==> src/dll_switch_consts.svh <==
// constants for the dll on/off switch sequencer
`ifndef DLL_SWITCH_CONSTS_SVH
`define DLL_SWITCH_CONSTS_SVH
// ============================================================
// controller clock
`define CLK_PERIOD_PS 10000
// ns figure to whole cycles, rounded up, never below one
`define NS_TO_CYC(ns) ((((ns) * 1000 + `CLK_PERIOD_PS - 1) / `CLK_PERIOD_PS) < 1 ? 1 : \
    (((ns) * 1000 + `CLK_PERIOD_PS - 1) / `CLK_PERIOD_PS))
// ============================================================
// timing defaults (clock counts unless named _NS)
`define T_MRD_CK 4
`define T_MOD_CK 12
`define T_MOD_NS 15
`define T_CKSRE_CK 5
`define T_CKSRE_NS 10
`define T_CKSRX_CK 5
`define T_CKSRX_NS 10
`define T_XS_NS 270
`define T_DLLK_CK 512
`define T_ZQOPER_CK 512
`define TIMER_W 12
// ============================================================
// mode register bank selects and bit positions
`define MR0_SEL 3'h0
`define MR1_SEL 3'h1
`define MR2_SEL 3'h2
`define MR1_DLL_OFF_BIT 0
`define MR0_DLL_RESET_BIT 8
`define ZQ_LONG_BIT 10
`endif

==> src/dll_switch_pkg.sv <==
// types shared by the dll on/off switch sequencer
`default_nettype none
package dll_switch_pkg;
    // ============================================================
    // command pins as one bundle
    typedef struct packed {
        logic cke;
        logic cs_n;
        logic ras_n;
        logic cas_n;
        logic we_n;
        logic [2:0] ba;
        logic [15:0] addr;
    } pins_type;

    typedef enum {
        ST_IDLE, ST_MR1_OFF, ST_SRE, ST_FREQ, ST_CKSRX, ST_SRX, ST_MR1_ON, ST_MR0_RESET,
        ST_MR_UPDATE, ST_MR_LAST, ST_ZQCL, ST_FINISH, ST_WAIT
    } state_type;
endpackage : dll_switch_pkg
`default_nettype wire

==> src/dll_mode_switch_sequencer.sv <==
// controller-side sequencer switching a ddr3l dll on or off through self refresh
// Functional notes
// [RULE1] user starts only with device idle, rtt off
// [RULE2] enter self refresh, wait tCKSRE before clock change
// [RULE3] stable clock tCKSRX before self refresh exit
// [RULE4] cke high from exit until tDLLK
// [RULE5] odt low until tDLLK if termination used
// [RULE6] after tXS write mr1 a0 cleared
// [RULE7] after tMRD write mr0 a8 set
// [RULE8] after tMRD rewrite mode registers for new rate
// [RULE9] long zq calibration after tMOD
// [RULE10] ready after tMOD, locked after tDLLK
// [RULE11] add tZQoper when zq calibration issued
// [RULE12] dll off: mr1 a0 set, self refresh, reprogram
// [RULE13] mode register writes at least 4 clocks apart
// [RULE14] ns timings to cycles rounded up
// [RULE15] dll off needs cl 6 with cwl 6
// [RULE16] record termination use at self refresh entry
`default_nettype none
`include "dll_switch_consts.svh"
module dll_mode_switch_sequencer #(
    parameter int T_MRD = `T_MRD_CK, // mode register write spacing
    parameter int T_MOD = (`T_MOD_CK > `NS_TO_CYC(`T_MOD_NS)) ? `T_MOD_CK : `NS_TO_CYC(`T_MOD_NS),
    parameter int T_CKSRE = (`T_CKSRE_CK > `NS_TO_CYC(`T_CKSRE_NS)) ? `T_CKSRE_CK
        : `NS_TO_CYC(`T_CKSRE_NS),
    parameter int T_CKSRX = (`T_CKSRX_CK > `NS_TO_CYC(`T_CKSRX_NS)) ? `T_CKSRX_CK
        : `NS_TO_CYC(`T_CKSRX_NS),
    parameter int T_XS = `NS_TO_CYC(`T_XS_NS), // see [RULE14]
    parameter int T_DLLK = `T_DLLK_CK, // dll lock time
    parameter int T_ZQOPER = `T_ZQOPER_CK // long calibration time
) (
    input wire logic CLK, // 100 MHz controller clock
    input wire logic RST, // async reset, high
    input wire logic START, // one-cycle pulse, begin a switch
    input wire logic TO_DLL_ON, // 1: switch dll on, 0: switch off
    input wire logic ODT_FEATURES_ON, // termination enabled in mode registers
    input wire logic ZQ_LONG_EN, // issue long zq calibration
    input wire logic [15:0] MR0_VALUE, // new mr0 (cl, wr) without dll reset
    input wire logic [15:0] MR1_VALUE, // new mr1 settings
    input wire logic [15:0] MR2_VALUE, // new mr2 (cwl)
    input wire logic ODT_REQ, // user odt level outside the switch
    input wire logic CLK_STABLE, // async: new dram clock is stable
    output logic FREQ_CHANGE_OK, // clock may now change
    output logic BUSY, // sequence running
    output logic DONE, // one-cycle pulse, device ready
    output logic CKE, // dram clock enable
    output logic CS_N, // dram chip select
    output logic RAS_N, // dram row strobe
    output logic CAS_N, // dram column strobe
    output logic WE_N, // dram write enable
    output logic [2:0] BA, // dram bank address
    output logic [15:0] ADDR, // dram address
    output logic ODT // dram termination control
);
    dll_switch_pkg::pins_type pins;
    dll_switch_pkg::state_type state;
    dll_switch_pkg::state_type after;
    logic dll_on_dir;
    logic odt_used;
    logic [2:0] stable_sync;
    logic clk_ok;
    logic seq_load;
    logic [`TIMER_W-1:0] seq_count;
    logic seq_done;
    logic dllk_load;
    logic dllk_done;

    initial begin
        if (T_MRD < 4) $error("mode register spacing below 4 clocks"); // see [RULE13]
        if (T_MOD < T_MRD) $error("tMOD shorter than tMRD");
        if (T_DLLK >= (1 << `TIMER_W) || T_ZQOPER >= (1 << `TIMER_W)) $error("timer too narrow");
    end

    // ============================================================
    // timers: one for step gaps, one for the dll lock window
    wait_timer #(.WIDTH(`TIMER_W)) seq_timer (
        .clk(CLK),
        .rst(RST),
        .load(seq_load),
        .count(seq_count),
        .done(seq_done)
    );

    wait_timer #(.WIDTH(`TIMER_W)) dllk_timer (
        .clk(CLK),
        .rst(RST),
        .load(dllk_load),
        .count(`TIMER_W'(T_DLLK)),
        .done(dllk_done)
    );

    // ============================================================
    // stable-clock pin: three flops, a change counts once the last two agree
    always_ff @(posedge CLK or posedge RST) begin
        if (RST) begin
            stable_sync <= 3'h0;
            clk_ok <= 1'b0;
        end else begin
            stable_sync <= {stable_sync[1:0], CLK_STABLE};
            if (stable_sync[1] == stable_sync[2]) begin
                clk_ok <= stable_sync[2];
            end
        end
    end

    // ============================================================
    // step sequencer; every issue state loads the gap before the next step
    always_ff @(posedge CLK or posedge RST) begin
        if (RST) begin
            state <= dll_switch_pkg::ST_IDLE;
            after <= dll_switch_pkg::ST_IDLE;
            seq_load <= 1'b0;
            seq_count <= '0;
            dllk_load <= 1'b0;
            dll_on_dir <= 1'b0;
            DONE <= 1'b0;
        end else begin
            seq_load <= 1'b0;
            dllk_load <= 1'b0;
            DONE <= 1'b0;
            case (state)
                dll_switch_pkg::ST_IDLE: begin
                    if (START) begin // see [RULE1]
                        dll_on_dir <= TO_DLL_ON;
                        state <= TO_DLL_ON ? dll_switch_pkg::ST_SRE : dll_switch_pkg::ST_MR1_OFF;
                    end
                end
                dll_switch_pkg::ST_MR1_OFF: begin // see [RULE12]
                    seq_load <= 1'b1;
                    seq_count <= `TIMER_W'(T_MOD);
                    after <= dll_switch_pkg::ST_SRE;
                    state <= dll_switch_pkg::ST_WAIT;
                end
                dll_switch_pkg::ST_SRE: begin // see [RULE2]
                    seq_load <= 1'b1;
                    seq_count <= `TIMER_W'(T_CKSRE);
                    after <= dll_switch_pkg::ST_FREQ;
                    state <= dll_switch_pkg::ST_WAIT;
                end
                dll_switch_pkg::ST_FREQ: begin
                    // the clock source raises its flag only once the new rate holds
                    if (clk_ok) begin // see [RULE3]
                        seq_load <= 1'b1;
                        seq_count <= `TIMER_W'(T_CKSRX);
                        after <= dll_switch_pkg::ST_SRX;
                        state <= dll_switch_pkg::ST_WAIT;
                    end
                end
                dll_switch_pkg::ST_SRX: begin
                    seq_load <= 1'b1;
                    seq_count <= `TIMER_W'(T_XS);
                    after <= dll_on_dir ? dll_switch_pkg::ST_MR1_ON : dll_switch_pkg::ST_MR_UPDATE;
                    state <= dll_switch_pkg::ST_WAIT;
                end
                dll_switch_pkg::ST_MR1_ON: begin // see [RULE6]
                    seq_load <= 1'b1;
                    seq_count <= `TIMER_W'(T_MRD);
                    after <= dll_switch_pkg::ST_MR0_RESET;
                    state <= dll_switch_pkg::ST_WAIT;
                end
                dll_switch_pkg::ST_MR0_RESET: begin // see [RULE7]
                    dllk_load <= 1'b1;
                    seq_load <= 1'b1;
                    seq_count <= `TIMER_W'(T_MRD);
                    after <= dll_switch_pkg::ST_MR_UPDATE;
                    state <= dll_switch_pkg::ST_WAIT;
                end
                dll_switch_pkg::ST_MR_UPDATE: begin // see [RULE8]
                    seq_load <= 1'b1;
                    seq_count <= `TIMER_W'(T_MOD);
                    after <= dll_switch_pkg::ST_MR_LAST;
                    state <= dll_switch_pkg::ST_WAIT;
                end
                dll_switch_pkg::ST_MR_LAST: begin
                    // mr0 with the new cl/wr and dll reset cleared; the last mode write on both paths
                    seq_load <= 1'b1;
                    seq_count <= `TIMER_W'(T_MOD); // see [RULE10]
                    after <= ZQ_LONG_EN ? dll_switch_pkg::ST_ZQCL : dll_switch_pkg::ST_FINISH;
                    state <= dll_switch_pkg::ST_WAIT;
                end
                dll_switch_pkg::ST_ZQCL: begin // see [RULE9]
                    seq_load <= 1'b1;
                    seq_count <= `TIMER_W'(T_ZQOPER); // see [RULE11]
                    after <= dll_switch_pkg::ST_FINISH;
                    state <= dll_switch_pkg::ST_WAIT;
                end
                dll_switch_pkg::ST_FINISH: begin
                    // commands needing a locked dll wait out the lock window
                    if (dllk_done || !dll_on_dir) begin // see [RULE10]
                        DONE <= 1'b1;
                        state <= dll_switch_pkg::ST_IDLE;
                    end
                end
                dll_switch_pkg::ST_WAIT: begin
                    if (seq_done) begin
                        state <= after;
                    end
                end
                default: begin
                    state <= dll_switch_pkg::ST_IDLE;
                end
            endcase
        end
    end

    // ============================================================
    // record termination use at start and at self refresh entry;
    // latching at start already keeps odt low on the first command
    always_ff @(posedge CLK or posedge RST) begin
        if (RST) begin
            odt_used <= 1'b0;
        end else if ((state == dll_switch_pkg::ST_IDLE && START)
                || state == dll_switch_pkg::ST_SRE) begin // see [RULE1]
            odt_used <= ODT_FEATURES_ON; // see [RULE16]
        end
    end

    // ============================================================
    // command pins; one command cycle per issue state, nop otherwise
    always_ff @(posedge CLK or posedge RST) begin
        if (RST) begin
            pins <= '{cke: 1'b0, cs_n: 1'b1, ras_n: 1'b1, cas_n: 1'b1, we_n: 1'b1,
                      ba: 3'h0, addr: 16'h0000};
        end else begin
            pins.cs_n <= 1'b0;
            {pins.ras_n, pins.cas_n, pins.we_n} <= 3'h7;
            pins.ba <= 3'h0;
            pins.addr <= 16'h0000;
            case (state)
                dll_switch_pkg::ST_IDLE: begin
                    pins.cke <= 1'b1;
                end
                dll_switch_pkg::ST_MR1_OFF: begin
                    {pins.ras_n, pins.cas_n, pins.we_n} <= 3'h0;
                    pins.ba <= `MR1_SEL;
                    pins.addr <= MR1_VALUE | (16'h0001 << `MR1_DLL_OFF_BIT); // see [RULE12]
                end
                dll_switch_pkg::ST_SRE: begin
                    // refresh with cke low is self refresh entry
                    pins.cke <= 1'b0;
                    {pins.ras_n, pins.cas_n, pins.we_n} <= 3'h1;
                end
                dll_switch_pkg::ST_SRX: begin
                    pins.cke <= 1'b1; // see [RULE4]
                end
                dll_switch_pkg::ST_MR1_ON: begin
                    {pins.ras_n, pins.cas_n, pins.we_n} <= 3'h0;
                    pins.ba <= `MR1_SEL;
                    pins.addr <= MR1_VALUE & ~(16'h0001 << `MR1_DLL_OFF_BIT); // see [RULE6]
                end
                dll_switch_pkg::ST_MR0_RESET: begin
                    {pins.ras_n, pins.cas_n, pins.we_n} <= 3'h0;
                    pins.ba <= `MR0_SEL;
                    pins.addr <= MR0_VALUE | (16'h0001 << `MR0_DLL_RESET_BIT); // see [RULE7]
                end
                dll_switch_pkg::ST_MR_UPDATE: begin
                    // user supplies cwl 6 here when switching off, see [RULE15]
                    {pins.ras_n, pins.cas_n, pins.we_n} <= 3'h0;
                    pins.ba <= `MR2_SEL;
                    pins.addr <= MR2_VALUE; // see [RULE8]
                end
                dll_switch_pkg::ST_MR_LAST: begin
                    {pins.ras_n, pins.cas_n, pins.we_n} <= 3'h0;
                    pins.ba <= `MR0_SEL;
                    pins.addr <= MR0_VALUE & ~(16'h0001 << `MR0_DLL_RESET_BIT);
                end
                dll_switch_pkg::ST_ZQCL: begin
                    {pins.ras_n, pins.cas_n, pins.we_n} <= 3'h6;
                    pins.addr <= 16'h0001 << `ZQ_LONG_BIT; // see [RULE9]
                end
                default: begin
                end
            endcase
        end
    end

    // ============================================================
    // status and odt; odt forced low through the whole switch when used
    always_ff @(posedge CLK or posedge RST) begin
        if (RST) begin
            ODT <= 1'b0;
            BUSY <= 1'b0;
            FREQ_CHANGE_OK <= 1'b0;
        end else begin
            BUSY <= (state != dll_switch_pkg::ST_IDLE);
            FREQ_CHANGE_OK <= (state == dll_switch_pkg::ST_FREQ);
            if (state == dll_switch_pkg::ST_IDLE) begin
                ODT <= ODT_REQ;
            end else begin
                ODT <= odt_used ? 1'b0 : ODT_REQ; // see [RULE5]
            end
        end
    end

    assign CKE = pins.cke;
    assign CS_N = pins.cs_n;
    assign RAS_N = pins.ras_n;
    assign CAS_N = pins.cas_n;
    assign WE_N = pins.we_n;
    assign BA = pins.ba;
    assign ADDR = pins.addr;
endmodule : dll_mode_switch_sequencer
`default_nettype wire

==> src/wait_timer.sv <==
// down-counting wait timer, done once the loaded count has run out
`default_nettype none
module wait_timer #(
    parameter int WIDTH = 12
) (
    input wire logic clk, // controller clock
    input wire logic rst, // async reset, high
    input wire logic load, // start a wait
    input wire logic [WIDTH-1:0] count, // cycles to wait
    output logic done // wait over, level
);
    logic [WIDTH-1:0] remain;

    initial begin
        if (WIDTH < 4) $error("wait_timer: width too small");
    end

    // ============================================================
    // count down; a fresh load restarts the wait
    always_ff @(posedge clk or posedge rst) begin
        if (rst) begin
            remain <= '0;
        end else if (load) begin
            remain <= count;
        end else if (remain != '0) begin
            remain <= remain - 1'b1;
        end
    end

    assign done = (remain == '0) && !load;
endmodule : wait_timer
`default_nettype wire
==> config.mk <==
export PLATFORM = sky130hd
export DESIGN_NAME = dll_mode_switch_sequencer
export DESIGN_NICKNAME = d
export VERILOG_FILES = /design/src/dll_switch_pkg.sv /design/src/dll_mode_switch_sequencer.sv /design/src/wait_timer.sv
export VERILOG_INCLUDE_DIRS = /design/src
export SDC_FILE = /design/constraint.sdc
export NUM_CORES = 1
export LEC_CHECK = 0
export ABC_CLOCK_PERIOD_IN_PS = 5000
export BUFFER_PORTS_ARGS = -buffer_cell sky130_fd_sc_hd__clkbuf_2
export CAP_MARGIN = 5
export CORE_MARGIN = 5
export CORE_UTILIZATION = 34
export CTS_BUF_LIST = sky130_fd_sc_hd__clkbuf_4
export CTS_CLUSTER_DIAMETER = 60
export DETAILED_ROUTE_END_ITERATION = 10
export GPL_TIMING_DRIVEN = 0
export HOLD_SLACK_MARGIN = 0.15
export PLACE_DENSITY = 0.51
export SYNTH_ARGS = -nofsm -noshare
export SYNTH_HDL_FRONTEND = slang
export SYNTH_SLANG_ARGS = --single-unit
==> constraint.sdc <==
create_clock -name CLK -period 5 [get_ports CLK]
set_input_delay 1.25 -clock CLK [delete_from_list [all_inputs] [get_ports CLK]]
set_output_delay 1.25 -clock CLK [all_outputs]
set_load 0.005 [all_outputs]
==> out/results.ini <==
[worst_setup_path]
critical-path-slowest-cell=dfstp_2
cp_cell_sequence=buf_4 -> clkbuf_2
max_stage_delay_ns=0.55
r2r_slack_ns=2.96
critPathCaptureType=primary output
cp.arrival_ns=1.18
r2r_start=dllk_timer.remain[0]
cp-start-kind=flop
crit_type=flop to primary output
worst-path-buf-inv=2
ff2ff_path_depth=6
crit_family=flip-flops
critPathMaxFanout=2
required_ns=3.75
worstReg2RegEnd=state[2]

[logic_synthesis]
avgSynthCellArea_sq_um=10.2
synth-simple-area-share=0.193
synth_compound_area_frac=0.193
netlist.area_leader.share=0.476
ys.flop_type=dfrtp_1
yosys_warnings=0
muxShareOfSynthArea=0.0360
synth_xor_xnor_area_share=0.0196
synth_top_family_by_area=simple AND/OR/NAND/NOR gates
synth_cell_type_count=62
synthesis.instances=350
async_flop_share=1.00
synth.area.top_cells=dfrtp_1, a221o_1, nor2_1, a21oi_1, o21ai_0
yosysSeqAreaShare=0.498
yosys_register_bits=71
yosysMostFrequentCell=dfrtp_1
synthAdderAreaFrac=0.0168
ys_top_cells_by_count=dfrtp_1, nor2_1, a21oi_1
synth_edf_count=0
syn_area_sq_um=3580
yosys.area.top_type=dfrtp_1

[power_and_ir_drop]
power_frac_seq=0.405
p_int_w=0.00146
clockPowerShare=0.149
switching_share=0.405
p_leak_nw=2.01
switching_power_w=0.000992
ir_drop_v=0.000204
p_per_area_nw_per_um2=568
combPwrFrac=0.446

[place]
gp_congestion=0.829
post-dp-hpwl_mm=6.62
post_dp_cell_area_sq_um=4180
io_buffers=80

[die]
ioPinCount=84
initial_core_util=0.348
dieArea_sq_um=12700
die_w_um=113
core_sq_um=10300
die_h_um=113
rows=37

[cells_and_area]
nets=503
area_growth_pct=20.6
finalInstanceArea_sq_um=4310
layout-drive-gt1-share=0.281
antenna_cells=0

[clock_network]
clockRootBuffer=clkbuf_4
clock_path_buffers=2
hold_buffers=0
cts.clk_slew.worst_paths_ns=0.12
post_cts_buffers=0
tritoncts=done
cts.repair.resized=0
cts_htree_levels=3
cts_buffers=9
worstSkewPairLatency_ns=0.45
cts_sinks=71

[detailed_routing]
first_iter_violations=151
avgViaCountPerCell=5.19
vias=3030
wire_per_inst_um=15.3
post-route-drc-count=0
first_pass_iters=4
wl_mm=8.92
ant_nets=0

[sta]
hold_ws_ns=0.370
fin_crit_ns=2.43
finalCritPeriodShare=0.486
maxSlewViolCount=0
tns_ns=0
setup_viol=0
report.final.hold_viol_count=0
clock_skew_ns=0.0181
max_freq_mhz=411
rsz0062_at_grt=false

[global_routing]
grt_pass1_wl_mm=14.9
grt_pass1_vias=3000
overflow=0
grt_usage=0.148
grt_max_degree=61
antenna_found_initial=0

[status]
status=finished, final reports clean

[min_path]
min_from=stable_sync[0]
min_to=stable_sync[1]
hold_class=flop to flop
whs_path_depth=0

[flow_run]
maxCapViolCount=0

==> kinds of logic after synthesis <==
group / Yosys count
AOI/OAI and AO/OA: 95
xor gates and xnor gates: 8
adders and majority gates: 5
buffers and inverters: 35
DFF: 71
muxes: 12
other: 1
and+or+nand+nor: 123
==> cell usage in the layout (no fill, tap or decap), drive strengths merged, types with 2 or more instances in the layout <==
cell type / Yosys / final
clkbuf: 7 / 98
dfrtp: 68 / 68
nor2: 29 / 29
a21oi: 21 / 21
nand2: 19 / 19
o21ai: 18 / 18
a221o: 17 / 17
buf: 14 / 15
inv: 14 / 14
and2: 13 / 13
nor3: 8 / 8
or3: 7 / 7
o31ai: 7 / 7
mux2: 7 / 7
nor4: 7 / 7
nand3: 6 / 6
nor3b: 5 / 5
mux2i: 5 / 5
xnor2: 4 / 4
nand2b: 4 / 4
xor2: 4 / 4
and3: 4 / 4
or4: 4 / 4
nand4: 4 / 4
nor2b: 4 / 4
a31oi: 4 / 4
ha: 4 / 4
dfstp: 3 / 3
o21a: 3 / 3
a21o: 3 / 3
clkinv: 0 / 3
conb: 1 / 2
a211oi: 2 / 2
or3b: 2 / 2
a21boi: 2 / 2
a311o: 2 / 2
a221oi: 2 / 2
o211ai: 2 / 2
==> routing by layer <==
layer | routed length (um) | part of all wire | GRT usage | up-vias
li1 | - | - | - | 1476
met1 | 4120 | 0.46 | 0.192 | 1449
met2 | 4010 | 0.45 | 0.221 | 88
met3 | 559 | 0.063 | 0.0458 | 17
met4 | 231 | 0.026 | 0.0753 | 0
met5 | 0 | 0 | 0 | -
==> per-stage QoR <==
step	std cells	total power [W]	setup WS (ns)	utilization
4_1_cts	584	0.00248	2.52	0.420
3_3_place_gp	567	0.00209	0.982	0.404
5_1_grt	584	0.00267	2.49	0.420
6_report	584	0.00245	2.57	0.420
2_1_floorplan	351	0.00175	1.96	-
3_5_place_dp	568	0.00211	2.81	0.407
==> sequential cells by signal, summed over array words and instances (netlist names), 2 cells and up <==
signal / flops
ADDR: 16
dllk_timer.remain: 12
seq_timer.remain: 12
seq_count: 5
after: 4
state: 4
stable_sync: 3
BA: 2
==> power by group through the flow <==
stage,combinational (W),clock (W),sequential (W)
CTS,0.00110,0.000387,0.000993
floorplan,0.000788,0,0.000966
global route,0.00123,0.000406,0.00103
finish,0.00109,0.000365,0.000992
detailed placement,0.00110,0,0.00100
global placement,0.00109,0,0.000998
==> worst max-delay path by stage <==
stage / startpoint / endpoint / slack (ns) / depth (start not counted)
6_report: CAS_N / RAS_N / 2.57 / 2
5_1_grt: CAS_N / RAS_N / 2.49 / 2
4_1_cts: CAS_N / RAS_N / 2.52 / 2
3_5_place_dp: START / state[1] / 2.81 / 5
3_3_place_gp: RST / state[1] / 0.98 / 2
2_1_floorplan: RST / ADDR[0] / 1.96 / 1
==> cell type report <==
| class | count | area, sq um |
|---|---|---|
| clock inverters | 5 | 50.0 |
| multi-input cells | 245 | 1650 |
| fillers | 1062 | 5960 |
| inverters | 14 | 55.1 |
| well taps | 136 | 170 |
| flip-flops and latches | 71 | 1780 |
| repair buffers | 81 | 428 |
| plain buffers | 21 | 100 |
| clock buffers | 11 | 82.6 |
(Power assumes the default switching activity.)
